File: config.mk
export PLATFORM = sky130hd
export DESIGN_NAME = tgu_tick_guard_unit
export DESIGN_NICKNAME = d
export VERILOG_FILES = /design/src/inc/tgu_pkg.sv /design/src/hdl/tgu_tick_guard_unit.sv
export SDC_FILE = /design/constraint.sdc
export NUM_CORES = 1
export LEC_CHECK = 0
export BUFFER_PORTS_ARGS = -buffer_cell sky130_fd_sc_hd__buf_2
export CORE_ASPECT_RATIO = 2
export CORE_MARGIN = 2
export CORE_UTILIZATION = 58
export CTS_CLUSTER_DIAMETER = 30
export CTS_CLUSTER_SIZE = 10
export DETAILED_ROUTE_END_ITERATION = 12
export GPL_TIMING_DRIVEN = 0
export PLACE_DENSITY = 0.77
export SYNTH_ARGS = -nofsm -noshare
export SYNTH_HDL_FRONTEND = slang
export SYNTH_SLANG_ARGS = --single-unit
File: constraint.sdc
create_clock -name mclk -period 3.03 [get_ports mclk]
set_input_delay 0.303 -clock mclk [delete_from_list [all_inputs] [get_ports mclk]]
set_output_delay 0.303 -clock mclk [all_outputs]
set_load 0.02 [all_outputs]
File: src/inc/tgu_pkg.sv
`default_nettype none
package tgu_pkg;
   // =====================================================================
   // register byte offsets
   localparam logic [4:0]  CS_OFS    = 5'h00;
   localparam logic [4:0]  CNT_OFS   = 5'h04;
   localparam logic [4:0]  TOVAL_OFS = 5'h08;
   localparam logic [4:0]  WIN_OFS   = 5'h0C;
   localparam logic [4:0]  STAT_OFS  = 5'h10;
   // =====================================================================
   // control/status field positions
   localparam int CS_W        = 12;
   localparam int CS_EN       = 0;
   localparam int CS_UPD      = 1;
   localparam int CS_IRQEN    = 2;
   localparam int CS_WINM     = 3;
   localparam int CS_SRC      = 4;
   localparam int CS_PRE      = 6;
   localparam int CS_WAIT     = 7;
   localparam int CS_STOP     = 8;
   localparam int CS_DBG      = 9;
   localparam int CS_TST      = 10;
   localparam int CS_OPEN     = 12;
   localparam int STAT_RUN    = 0;
   localparam int STAT_IRQ    = 1;
   // =====================================================================
   // reset values: enabled, update allowed, source 1, divide 1, runs in wait
   localparam logic [11:0] CS_RST    = 12'h093;
   localparam logic [15:0] TOVAL_RST = 16'hFFFF;
   localparam logic [15:0] WIN_RST   = 16'h0000;
   // =====================================================================
   // sequence keys (values arbitrary)
   localparam logic [31:0] UNLOCK_KEY1  = 32'h5A5A_1001;
   localparam logic [31:0] UNLOCK_KEY2  = 32'hA5A5_2002;
   localparam logic [31:0] REFRESH_KEY1 = 32'h3C3C_3003;
   localparam logic [31:0] REFRESH_KEY2 = 32'hC3C3_4004;
   // =====================================================================
   // timing counts: window and lead in mclk cycles, prescaler last value in source ticks
   localparam int          CFG_WIN_CYCLES  = 256;
   localparam int          IRQ_LEAD_CYCLES = 128;
   localparam logic [7:0]  PRE_LAST        = 8'hFF;
   // =====================================================================
   typedef enum logic [2:0] {
      ST_RUN  = 3'b001,
      ST_LEAD = 3'b010,
      ST_FIRE = 3'b100
   } tgu_state_type;
   typedef enum logic [2:0] {
      SQ_IDLE = 3'b001,
      SQ_UNL1 = 3'b010,
      SQ_REF1 = 3'b100
   } tgu_seq_type;
   typedef enum logic [1:0] {
      TST_OFF  = 2'b00,
      TST_USER = 2'b01,
      TST_LOW  = 2'b10,
      TST_HIGH = 2'b11
   } tgu_test_type;
endpackage : tgu_pkg
`default_nettype wire

File: src/hdl/tgu_tick_guard_unit.sv
// Operation
// control/status register takes one write per configuration window; later writes ignored
// write-once 16-bit expiry count of ticks sets when the watchdog expires
// write-once 16-bit refresh window value, used only when window mode enabled
// no valid refresh before counter reaches expiry count asserts the system reset
// only the ordered pair first then second refresh word counts as refresh
// reconfiguration needs the ordered two-word unlock pair first
// software masks its interrupts during unlock and configuration
// configuration writes only while window open and register not yet written
// reconfiguration after reset only if update-allow bit was set
// enable bit in control register starts or stops the watchdog
// two-bit source select picks one of four tick sources 0 to 3
// prescaler bit divides the chosen tick by 1 or by 256
// test field: off, user, low byte only, high byte only
// with interrupt enabled an interrupt precedes the forced reset
// interrupt enable lives in control register under write-once rules
// read-only running flag reads set while the watchdog is enabled
// interrupt flag sets on the interrupt and holds until software clears
// separate bits decide counting in wait, stop and debug modes
// current 16-bit counter value readable at any time
// software waits 4 low-power clock cycles after initial configuration
// valid refresh clears the counter to zero
// refresh in window mode below window value is a violation and resets
// broken sequences or writes to a closed window trigger the reset
//
// Design decisions made here: the Wishbone slave port and the placing of the registers.
`timescale 1ns/100ps
`default_nettype none
module tgu_tick_guard_unit #(
   parameter int CFG_WIN_CYCLES  = tgu_pkg::CFG_WIN_CYCLES,
   parameter int IRQ_LEAD_CYCLES = tgu_pkg::IRQ_LEAD_CYCLES
) (
   // clock and reset
   input  wire logic        mclk,
   input  wire logic        rst_n,
   // wishbone slave
   input  wire logic        wb_cyc_i,
   input  wire logic        wb_stb_i,
   input  wire logic        wb_we_i,
   input  wire logic [4:0]  wb_adr_i,
   input  wire logic [3:0]  wb_sel_i,
   input  wire logic [31:0] wb_dat_i,
   output logic      [31:0] wb_dat_o,
   output logic             wb_ack_o,
   // tick sources, one-cycle pulses
   input  wire logic [3:0]  tick_src,
   // system power states
   input  wire logic        in_wait,
   input  wire logic        in_stop,
   input  wire logic        in_debug,
   // outcomes
   output logic             pre_reset_irq,
   output logic             system_reset_req
);
   // =====================================================================
   // parameter checks
   if (CFG_WIN_CYCLES < 1 || CFG_WIN_CYCLES > 65535) begin : g_bad_win
      $error("configuration window length out of range");
   end
   if (IRQ_LEAD_CYCLES < 1 || IRQ_LEAD_CYCLES > 65535) begin : g_bad_lead
      $error("interrupt lead length out of range");
   end

   localparam logic [15:0] WIN_LOAD  = 16'(CFG_WIN_CYCLES - 1);
   localparam logic [15:0] LEAD_LOAD = 16'(IRQ_LEAD_CYCLES - 1);

   // =====================================================================
   // functions
   function automatic logic [15:0] cnt_step(input logic [15:0] c,
                                            input logic [1:0]  t);
      logic [15:0] r;
      r = c + 16'h0001;
      if (t == tgu_pkg::TST_LOW) begin
         r = {c[15:8], 8'(c[7:0] + 8'h01)};
      end else if (t == tgu_pkg::TST_HIGH) begin
         r = {8'(c[15:8] + 8'h01), c[7:0]};
      end
      return r;
   endfunction : cnt_step

   function automatic logic cnt_hit(input logic [15:0] c,
                                    input logic [15:0] v,
                                    input logic [1:0]  t);
      logic r;
      r = (c >= v);
      if (t == tgu_pkg::TST_LOW) begin
         r = (c[7:0] >= v[7:0]);
      end else if (t == tgu_pkg::TST_HIGH) begin
         r = (c[15:8] >= v[15:8]);
      end
      return r;
   endfunction : cnt_hit

   // =====================================================================
   // state
   logic [11:0]            cs_r;
   logic [15:0]            toval_r;
   logic [15:0]            win_r;
   logic [15:0]            cnt_r;
   logic [7:0]             pre_cnt_r;
   logic [15:0]            wct_cnt_r;
   logic                   wct_open_r;
   logic                   cs_w_r;
   logic                   to_w_r;
   logic                   wi_w_r;
   logic                   irq_flag_r;
   logic                   irq_flag_nxt;
   logic [15:0]            lead_cnt_r;
   logic                   ack_r;
   logic [31:0]            dat_r;
   tgu_pkg::tgu_state_type state_r;
   tgu_pkg::tgu_state_type state_nxt;
   tgu_pkg::tgu_seq_type   seq_r;
   tgu_pkg::tgu_seq_type   seq_nxt;

   // =====================================================================
   // bus decode
   logic req;
   logic wr;
   logic rd;
   logic sel_cs;
   logic sel_cnt;
   logic sel_to;
   logic sel_wi;
   logic sel_st;

   assign req = wb_cyc_i & wb_stb_i & ~ack_r;
   // partial-word writes are dropped so a key can never be half written
   assign wr  = req & wb_we_i & (wb_sel_i == 4'hF);
   assign rd  = req & ~wb_we_i;

   always_comb begin
      sel_cs  = 1'b0;
      sel_cnt = 1'b0;
      sel_to  = 1'b0;
      sel_wi  = 1'b0;
      sel_st  = 1'b0;
      if (wb_adr_i == tgu_pkg::CS_OFS) begin
         sel_cs = 1'b1;
      end else if (wb_adr_i == tgu_pkg::CNT_OFS) begin
         sel_cnt = 1'b1;
      end else if (wb_adr_i == tgu_pkg::TOVAL_OFS) begin
         sel_to = 1'b1;
      end else if (wb_adr_i == tgu_pkg::WIN_OFS) begin
         sel_wi = 1'b1;
      end else if (wb_adr_i == tgu_pkg::STAT_OFS) begin
         sel_st = 1'b1;
      end
   end

   // =====================================================================
   // unlock and refresh sequences
   logic bad_seq;
   logic refresh_ok;
   logic refresh_early;
   logic unlock_ok;
   logic cfg_wr;
   logic cfg_closed;

   assign cfg_wr     = wr & (sel_cs | sel_to | sel_wi);
   assign cfg_closed = cfg_wr & ~wct_open_r;

   always_comb begin
      seq_nxt       = seq_r;
      bad_seq       = 1'b0;
      refresh_ok    = 1'b0;
      refresh_early = 1'b0;
      unlock_ok     = 1'b0;
      if (wr) begin
         case (seq_r)
            tgu_pkg::SQ_UNL1: begin
               seq_nxt = tgu_pkg::SQ_IDLE;
               if (sel_cnt && wb_dat_i == tgu_pkg::UNLOCK_KEY2) begin
                  // without update-allow the pair is accepted but opens nothing
                  unlock_ok = cs_r[tgu_pkg::CS_UPD];
               end else begin
                  bad_seq = 1'b1;
               end
            end
            tgu_pkg::SQ_REF1: begin
               seq_nxt = tgu_pkg::SQ_IDLE;
               if (sel_cnt && wb_dat_i == tgu_pkg::REFRESH_KEY2) begin
                  if (cs_r[tgu_pkg::CS_WINM] && cnt_r < win_r) begin
                     refresh_early = 1'b1;
                  end else begin
                     refresh_ok = 1'b1;
                  end
               end else begin
                  bad_seq = 1'b1;
               end
            end
            default: begin
               if (sel_cnt) begin
                  if (wb_dat_i == tgu_pkg::UNLOCK_KEY1) begin
                     seq_nxt = tgu_pkg::SQ_UNL1;
                  end else if (wb_dat_i == tgu_pkg::REFRESH_KEY1) begin
                     seq_nxt = tgu_pkg::SQ_REF1;
                  end else begin
                     bad_seq = 1'b1;
                  end
               end
            end
         endcase
      end
   end

   always_ff @(posedge mclk) begin
      if (!rst_n) begin
         seq_r <= tgu_pkg::SQ_IDLE;
      end else begin
         seq_r <= seq_nxt;
      end
   end

   // =====================================================================
   // configuration window: open after reset, reopened by a valid unlock
   always_ff @(posedge mclk) begin
      if (!rst_n) begin
         wct_open_r <= 1'b1;
         wct_cnt_r  <= WIN_LOAD;
      end else if (unlock_ok) begin
         wct_open_r <= 1'b1;
         wct_cnt_r  <= WIN_LOAD;
      end else if (wct_open_r) begin
         if (wct_cnt_r == 16'h0000) begin
            wct_open_r <= 1'b0;
         end else begin
            wct_cnt_r <= wct_cnt_r - 16'h0001;
         end
      end
   end

   always_ff @(posedge mclk) begin
      if (!rst_n || unlock_ok) begin
         cs_w_r <= 1'b0;
         to_w_r <= 1'b0;
         wi_w_r <= 1'b0;
      end else if (wr && wct_open_r) begin
         cs_w_r <= cs_w_r | sel_cs;
         to_w_r <= to_w_r | sel_to;
         wi_w_r <= wi_w_r | sel_wi;
      end
   end

   // =====================================================================
   // write-once configuration registers
   always_ff @(posedge mclk) begin
      if (!rst_n) begin
         cs_r <= tgu_pkg::CS_RST;
      end else if (wr && sel_cs && wct_open_r && !cs_w_r) begin
         // enable, irq enable, source, prescale, modes, test all land here
         cs_r <= wb_dat_i[11:0];
      end
   end

   always_ff @(posedge mclk) begin
      if (!rst_n) begin
         toval_r <= tgu_pkg::TOVAL_RST;
      end else if (wr && sel_to && wct_open_r && !to_w_r) begin
         toval_r <= wb_dat_i[15:0];
      end
   end

   always_ff @(posedge mclk) begin
      if (!rst_n) begin
         win_r <= tgu_pkg::WIN_RST;
      end else if (wr && sel_wi && wct_open_r && !wi_w_r) begin
         win_r <= wb_dat_i[15:0];
      end
   end

   // =====================================================================
   // tick path and counter
   logic src_tick;
   logic cnt_run;
   logic tick;
   logic timeout;

   assign src_tick = tick_src[cs_r[tgu_pkg::CS_SRC +: 2]];
   assign cnt_run  = cs_r[tgu_pkg::CS_EN] & (state_r == tgu_pkg::ST_RUN)
                   & (~in_wait  | cs_r[tgu_pkg::CS_WAIT])
                   & (~in_stop  | cs_r[tgu_pkg::CS_STOP])
                   & (~in_debug | cs_r[tgu_pkg::CS_DBG]);
   assign tick     = cnt_run & src_tick
                   & (~cs_r[tgu_pkg::CS_PRE] | (pre_cnt_r == tgu_pkg::PRE_LAST));
   assign timeout  = cnt_run & cnt_hit(cnt_r, toval_r, cs_r[tgu_pkg::CS_TST +: 2]);

   always_ff @(posedge mclk) begin
      if (!rst_n) begin
         pre_cnt_r <= 8'h00;
      end else if (cnt_run && src_tick) begin
         pre_cnt_r <= pre_cnt_r + 8'h01;
      end
   end

   always_ff @(posedge mclk) begin
      if (!rst_n || refresh_ok || !cs_r[tgu_pkg::CS_EN]) begin
         cnt_r <= 16'h0000;
      end else if (tick) begin
         cnt_r <= cnt_step(cnt_r, cs_r[tgu_pkg::CS_TST +: 2]);
      end
   end

   // =====================================================================
   // expiry sequence: optional interrupt lead, then reset until system reset
   logic trig;

   assign trig = timeout | bad_seq | cfg_closed | refresh_early;

   always_comb begin
      state_nxt = state_r;
      case (state_r)
         tgu_pkg::ST_RUN: begin
            if (trig) begin
               if (cs_r[tgu_pkg::CS_IRQEN]) begin
                  state_nxt = tgu_pkg::ST_LEAD;
               end else begin
                  state_nxt = tgu_pkg::ST_FIRE;
               end
            end
         end
         tgu_pkg::ST_LEAD: begin
            if (lead_cnt_r == 16'h0000) begin
               state_nxt = tgu_pkg::ST_FIRE;
            end
         end
         default: begin
            state_nxt = tgu_pkg::ST_FIRE;
         end
      endcase
   end

   always_ff @(posedge mclk) begin
      if (!rst_n) begin
         state_r <= tgu_pkg::ST_RUN;
      end else begin
         state_r <= state_nxt;
      end
   end

   always_ff @(posedge mclk) begin
      if (!rst_n || state_r != tgu_pkg::ST_LEAD) begin
         lead_cnt_r <= LEAD_LOAD;
      end else begin
         lead_cnt_r <= lead_cnt_r - 16'h0001;
      end
   end

   // set wins over a same-cycle clear
   always_comb begin
      irq_flag_nxt = irq_flag_r;
      if (wr && sel_st && wb_dat_i[tgu_pkg::STAT_IRQ]) begin
         irq_flag_nxt = 1'b0;
      end
      if (state_r == tgu_pkg::ST_RUN && state_nxt == tgu_pkg::ST_LEAD) begin
         irq_flag_nxt = 1'b1;
      end
   end

   always_ff @(posedge mclk) begin
      if (!rst_n) begin
         irq_flag_r <= 1'b0;
      end else begin
         irq_flag_r <= irq_flag_nxt;
      end
   end

   always_ff @(posedge mclk) begin
      if (!rst_n) begin
         pre_reset_irq    <= 1'b0;
         system_reset_req <= 1'b0;
      end else begin
         pre_reset_irq    <= irq_flag_nxt & cs_r[tgu_pkg::CS_IRQEN];
         system_reset_req <= (state_nxt == tgu_pkg::ST_FIRE);
      end
   end

   // =====================================================================
   // bus answer: ack one cycle after the request, unmapped reads return zero
   always_ff @(posedge mclk) begin
      if (!rst_n) begin
         ack_r <= 1'b0;
         dat_r <= 32'h0000_0000;
      end else begin
         ack_r <= req;
         if (rd) begin
            dat_r <= 32'h0000_0000;
            if (sel_cs) begin
               dat_r[tgu_pkg::CS_W:0] <= {wct_open_r, cs_r};
            end else if (sel_cnt) begin
               dat_r[15:0] <= cnt_r;
            end else if (sel_to) begin
               dat_r[15:0] <= toval_r;
            end else if (sel_wi) begin
               dat_r[15:0] <= win_r;
            end else if (sel_st) begin
               dat_r[tgu_pkg::STAT_RUN] <= cs_r[tgu_pkg::CS_EN];
               dat_r[tgu_pkg::STAT_IRQ] <= irq_flag_r;
            end
         end
      end
   end

   assign wb_ack_o = ack_r;
   assign wb_dat_o = dat_r;
endmodule : tgu_tick_guard_unit
`default_nettype wire

==> summary.md <==
| Metric | Value |
|---|---|
| IO Port Bufs | roughly 70 |
| Final HPWL DP | approximately 15000 um |
| Flops & latches, synth | between 100 and 150 |
| WP depth | 9 |
| F_max | around 0.33 GHz |
| Asr flop ratio synth | 0% |
| CP Max Fanout | 8 |
| Synth Flop Type | dfxtp_1 |
| Die Ht | about 160 um |
| Max-cap violation count | 0 |
| CP startpoint kind | flip-flop |
| CTS sink cnt | 130 |
| CTS Hold Bufs | 0 |
| Antenna diodes | 0 |
| Slew margin rel. | just over 7% |
| ANT nets after route | 0 |
| Slew @ Worst Pin | about 1.4 ns |
| Critical Path RT | 3.30 ns |
| Hold WC Path Type | input port to flip-flop |
| CTS Root Buffer Type | clkbuf_16 |
| Crit path buf inv count | 2 |
| Number of synthesized flops with an enable pin | 0 |
| Post-Synthesis Cells | slightly above 800 |
| DR iter-0 viols | 549 |
| Post-CTS Resized | 0 |
| Total detailed-routing wirelength | ~20000 um |
| Clk_skew | roughly 0.0094 ns |
| Top-count cell post-synth | dfxtp_1 |
| Final setup fails | 0 |
| Starting density of the core | between 50 and 60% |
| First-pass GRT wire length | roughly 31000 um |
| Worst-skew pair later-pin latency | between 0.4 and 0.5 ns |
| P&R area growth vs syn | 17.2% |
| Die X | between 80 and 90 um |
| LEAKAGE | 0.00322 uW |
| Final period util | between 90% and 100% |
| Placed inst area | approximately 7400 sq um |
| RePlAce Congestion | 0.983 |
| Die area | ~13000 sq um |
| Yosys top cell by area | dfxtp_1 |
| Setup crit start | cnt_r[0] |
| Vias per cell | around 6 |
| Reg power frac | a little over two fifths |
| Crit end category | flip-flop |
| Worst reg2reg path endpoint | state_r[0] |
| Wirelength per Cell | roughly 18 um |
| Cts bufs inserted | 17 |
| Post-route cell area | 8040 sq um |
| Sw Ratio | around 25% |
| Crit-path leading delay family | compound AO/OA/AOI/OAI gates |
| Internal | 3050 uW |
| Clock slew at reported path FFs | approximately 0.060 ns |
| Total gr overflow | 0 |
| Power per Cell Area | about 510 nW/um^2 |
| Area of the multi-input gates | a little under 4000 sq um |
| Largest net degree at the start of global routing | 17 |
| Worst Setup EP | state_r[0] |
| CTS max path bufs | 2 |
| Largest stage delay, worst path | between 0.5 and 0.6 ns |
| Sequential fraction of the synthesis area | a little under two fifths |
| Core box area | between 10000 and 15000 sq um |
| Final Hold Viols | 0 |
| Hold Slack | roughly 0.17 ns |
| CP dominant cell by count | inv_1 |
| YS warnings | 0 |
| Fill count | slightly above 1000 |
| Syn_area_per_cell | about 8.3 sq um |
| Minimum clock period | 3.00 ns |
| CTS tree | yes |
| Post-CTS setup buffers | 0 |
| Nets | 1024 |
| Largest cells by area after synthesis | dfxtp_1, ha_1, nand2_1 |
| Critical path class | flip-flop to flip-flop |
| RSZ-0062 raised after global routing | no |
| Synth top cells by count | dfxtp_1, nand2_1, nor2_1 |
| Via count | between 6000 and 7000 |
| Register area | roughly 2600 sq um |
| RR Startpoint | cnt_r[0] |
| P_sw | ~1000 uW |
| Remaining DRCs | 0 |
| Share of layout cells above drive strength 1 | 14.0% |
| Initial antenna violation count | 0 |
| DR pass1 iterations | 5 |
| Worst endpoint data arrival time | around 3.3 ns |
| Worst vdd ir | around 460 uV |
| Setup TNS | 0 ns |
| Row Count | between 50 and 60 |
| Final Max Slew Viols | 0 |
| Post-synth top area share | 37.9% |
| Clock network fraction of total power | between 50% and 60% |
| Status | finished clean |
| Total GRT Usage | 32.6% |
| Slowest CP cell | dfxtp_1 |
| Vias in the first global route | 6333 |
| IO Pins | 88 |
| CTS H-tree lvls | 4 |
| Setup slack, reg-to-reg | 0.03 ns |
| Reg2reg path depth | 9 |
| Synth cell types | 62 |
| Synth Cell Area | about 6900 sq um |
| CP cell instances | inv_1, ha_1, nor3b_1, o21ai_0, a21oi_1, o22ai_1, o311ai_0, inv_1, o41ai_1 |
| Combinational Power Share | under 10% |
==> state kept, by name (all words and copies together) (netlist names), 3 cells and up <==
register	cells
wct_cnt_r	16
state_r	3
cnt_r	16
seq_r	3
lead_cnt_r	16
toval_r	16
wb_dat_o	16
win_r	16
cs_r	12
pre_cnt_r	8
==> layer usage <==
| metal | GRT usage (%) | vias to the layer above | share of wire (%) |
|---|---|---|---|
| met4 | 25.7 | 0 | 8.5 |
| met1 | 32.9 | 2980 | 34 |
| met3 | 6.61 | 91 | 5.8 |
| li1 | - | 3127 | - |
| met2 | 56.7 | 269 | 51 |
| met5 | 0 | - | 0 |
==> power by group through the flow <==
stage	combinational (uW)	sequential [uW]	clock [uW]
6_report	268	1740	2080
5_1_grt	289	1740	2160
4_1_cts	263	1740	2090
3_5_place_dp	262	1770	0
3_3_place_gp	261	1770	0
2_1_floorplan	142	1780	0
==> worst min-delay path by stage <==
stage,start,slack [ns],to,cells after the start
after floorplan,lead_cnt_r[0],0.38,lead_cnt_r[0],1
after global placement,lead_cnt_r[0],0.40,lead_cnt_r[0],1
after detailed placement,lead_cnt_r[0],0.41,lead_cnt_r[0],1
after CTS,wb_dat_i[4],0.16,cs_r[4],3
after global routing,wb_dat_i[13],0.17,win_r[13],3
final,wb_dat_i[15],0.17,win_r[15],3
==> metrics by stage <==
step | utilization (%) | power (uW) | setup WS, ns | instances
floorplan | - | 1920 | 0.849 | 846
global placement | 64.0 | 2030 | 0.272 | 1060
detailed placement | 64.0 | 2040 | 0.257 | 1060
CTS | 69.1 | 4090 | 0.219 | 1092
global route | 69.1 | 4190 | 0.0270 | 1092
finish | 69.1 | 4090 | 0.0284 | 1092
==> worst register-to-register path, cell delays in order, from the launching register on <==
cell and delay [ns]:
dfxtp_1 0.58, inv_1 0.13, ha_1 0.30, nor3b_1 0.18
o21ai_0 0.16, a21oi_1 0.36, o22ai_1 0.14, o311ai_0 0.32
inv_1 0.14, o41ai_1 0.55
==> area by class of cell <==
class | instances | area share [%]
Buffer | 47 | 3.03
Clock buffer | 17 | 5.29
Clock inverter | 15 | 2.13
Inverter | 47 | 2.19
Multi-Input combinational cell | 622 | 48.4
Sequential cell | 130 | 32.4
Tap cell | 145 | 2.26
Timing Repair Buffer | 69 | 4.30
==> cell usage in the layout (no fill, tap or decap), types with 11 or more instances in the layout <==
cell,count
o211ai_1,20
nand2_1,113
nand3_1,20
nor4_1,11
clkbuf_16,17
a21oi_1,41
buf_4,17
nor3_1,24
buf_2,72
xor2_1,19
ha_1,37
inv_1,46
clkbuf_1,25
conb_1,16
dfxtp_1,130
nand4_1,16
or3_1,11
nor2_1,93
o21ai_0,33
xnor2_1,22
mux2i_1,15
==> cell families (layout without fill, tap and decap cells) <==
logic type | count (synthesis) | after routing | share of synthesized area [%]
adders and majority gates | 37 | 37 | 6.75
AOI/OAI and AO/OA | 153 | 153 | 14.4
DFF | 130 | 130 | 37.9
muxes | 18 | 18 | 3.17
xor gates and xnor gates | 41 | 41 | 5.23
other | 1 | 16 | 0.0547
buffers and inverters | 94 | 195 | 6.13
and+or+nand+nor | 357 | 357 | 26.3
(Power assumes the default switching activity.)
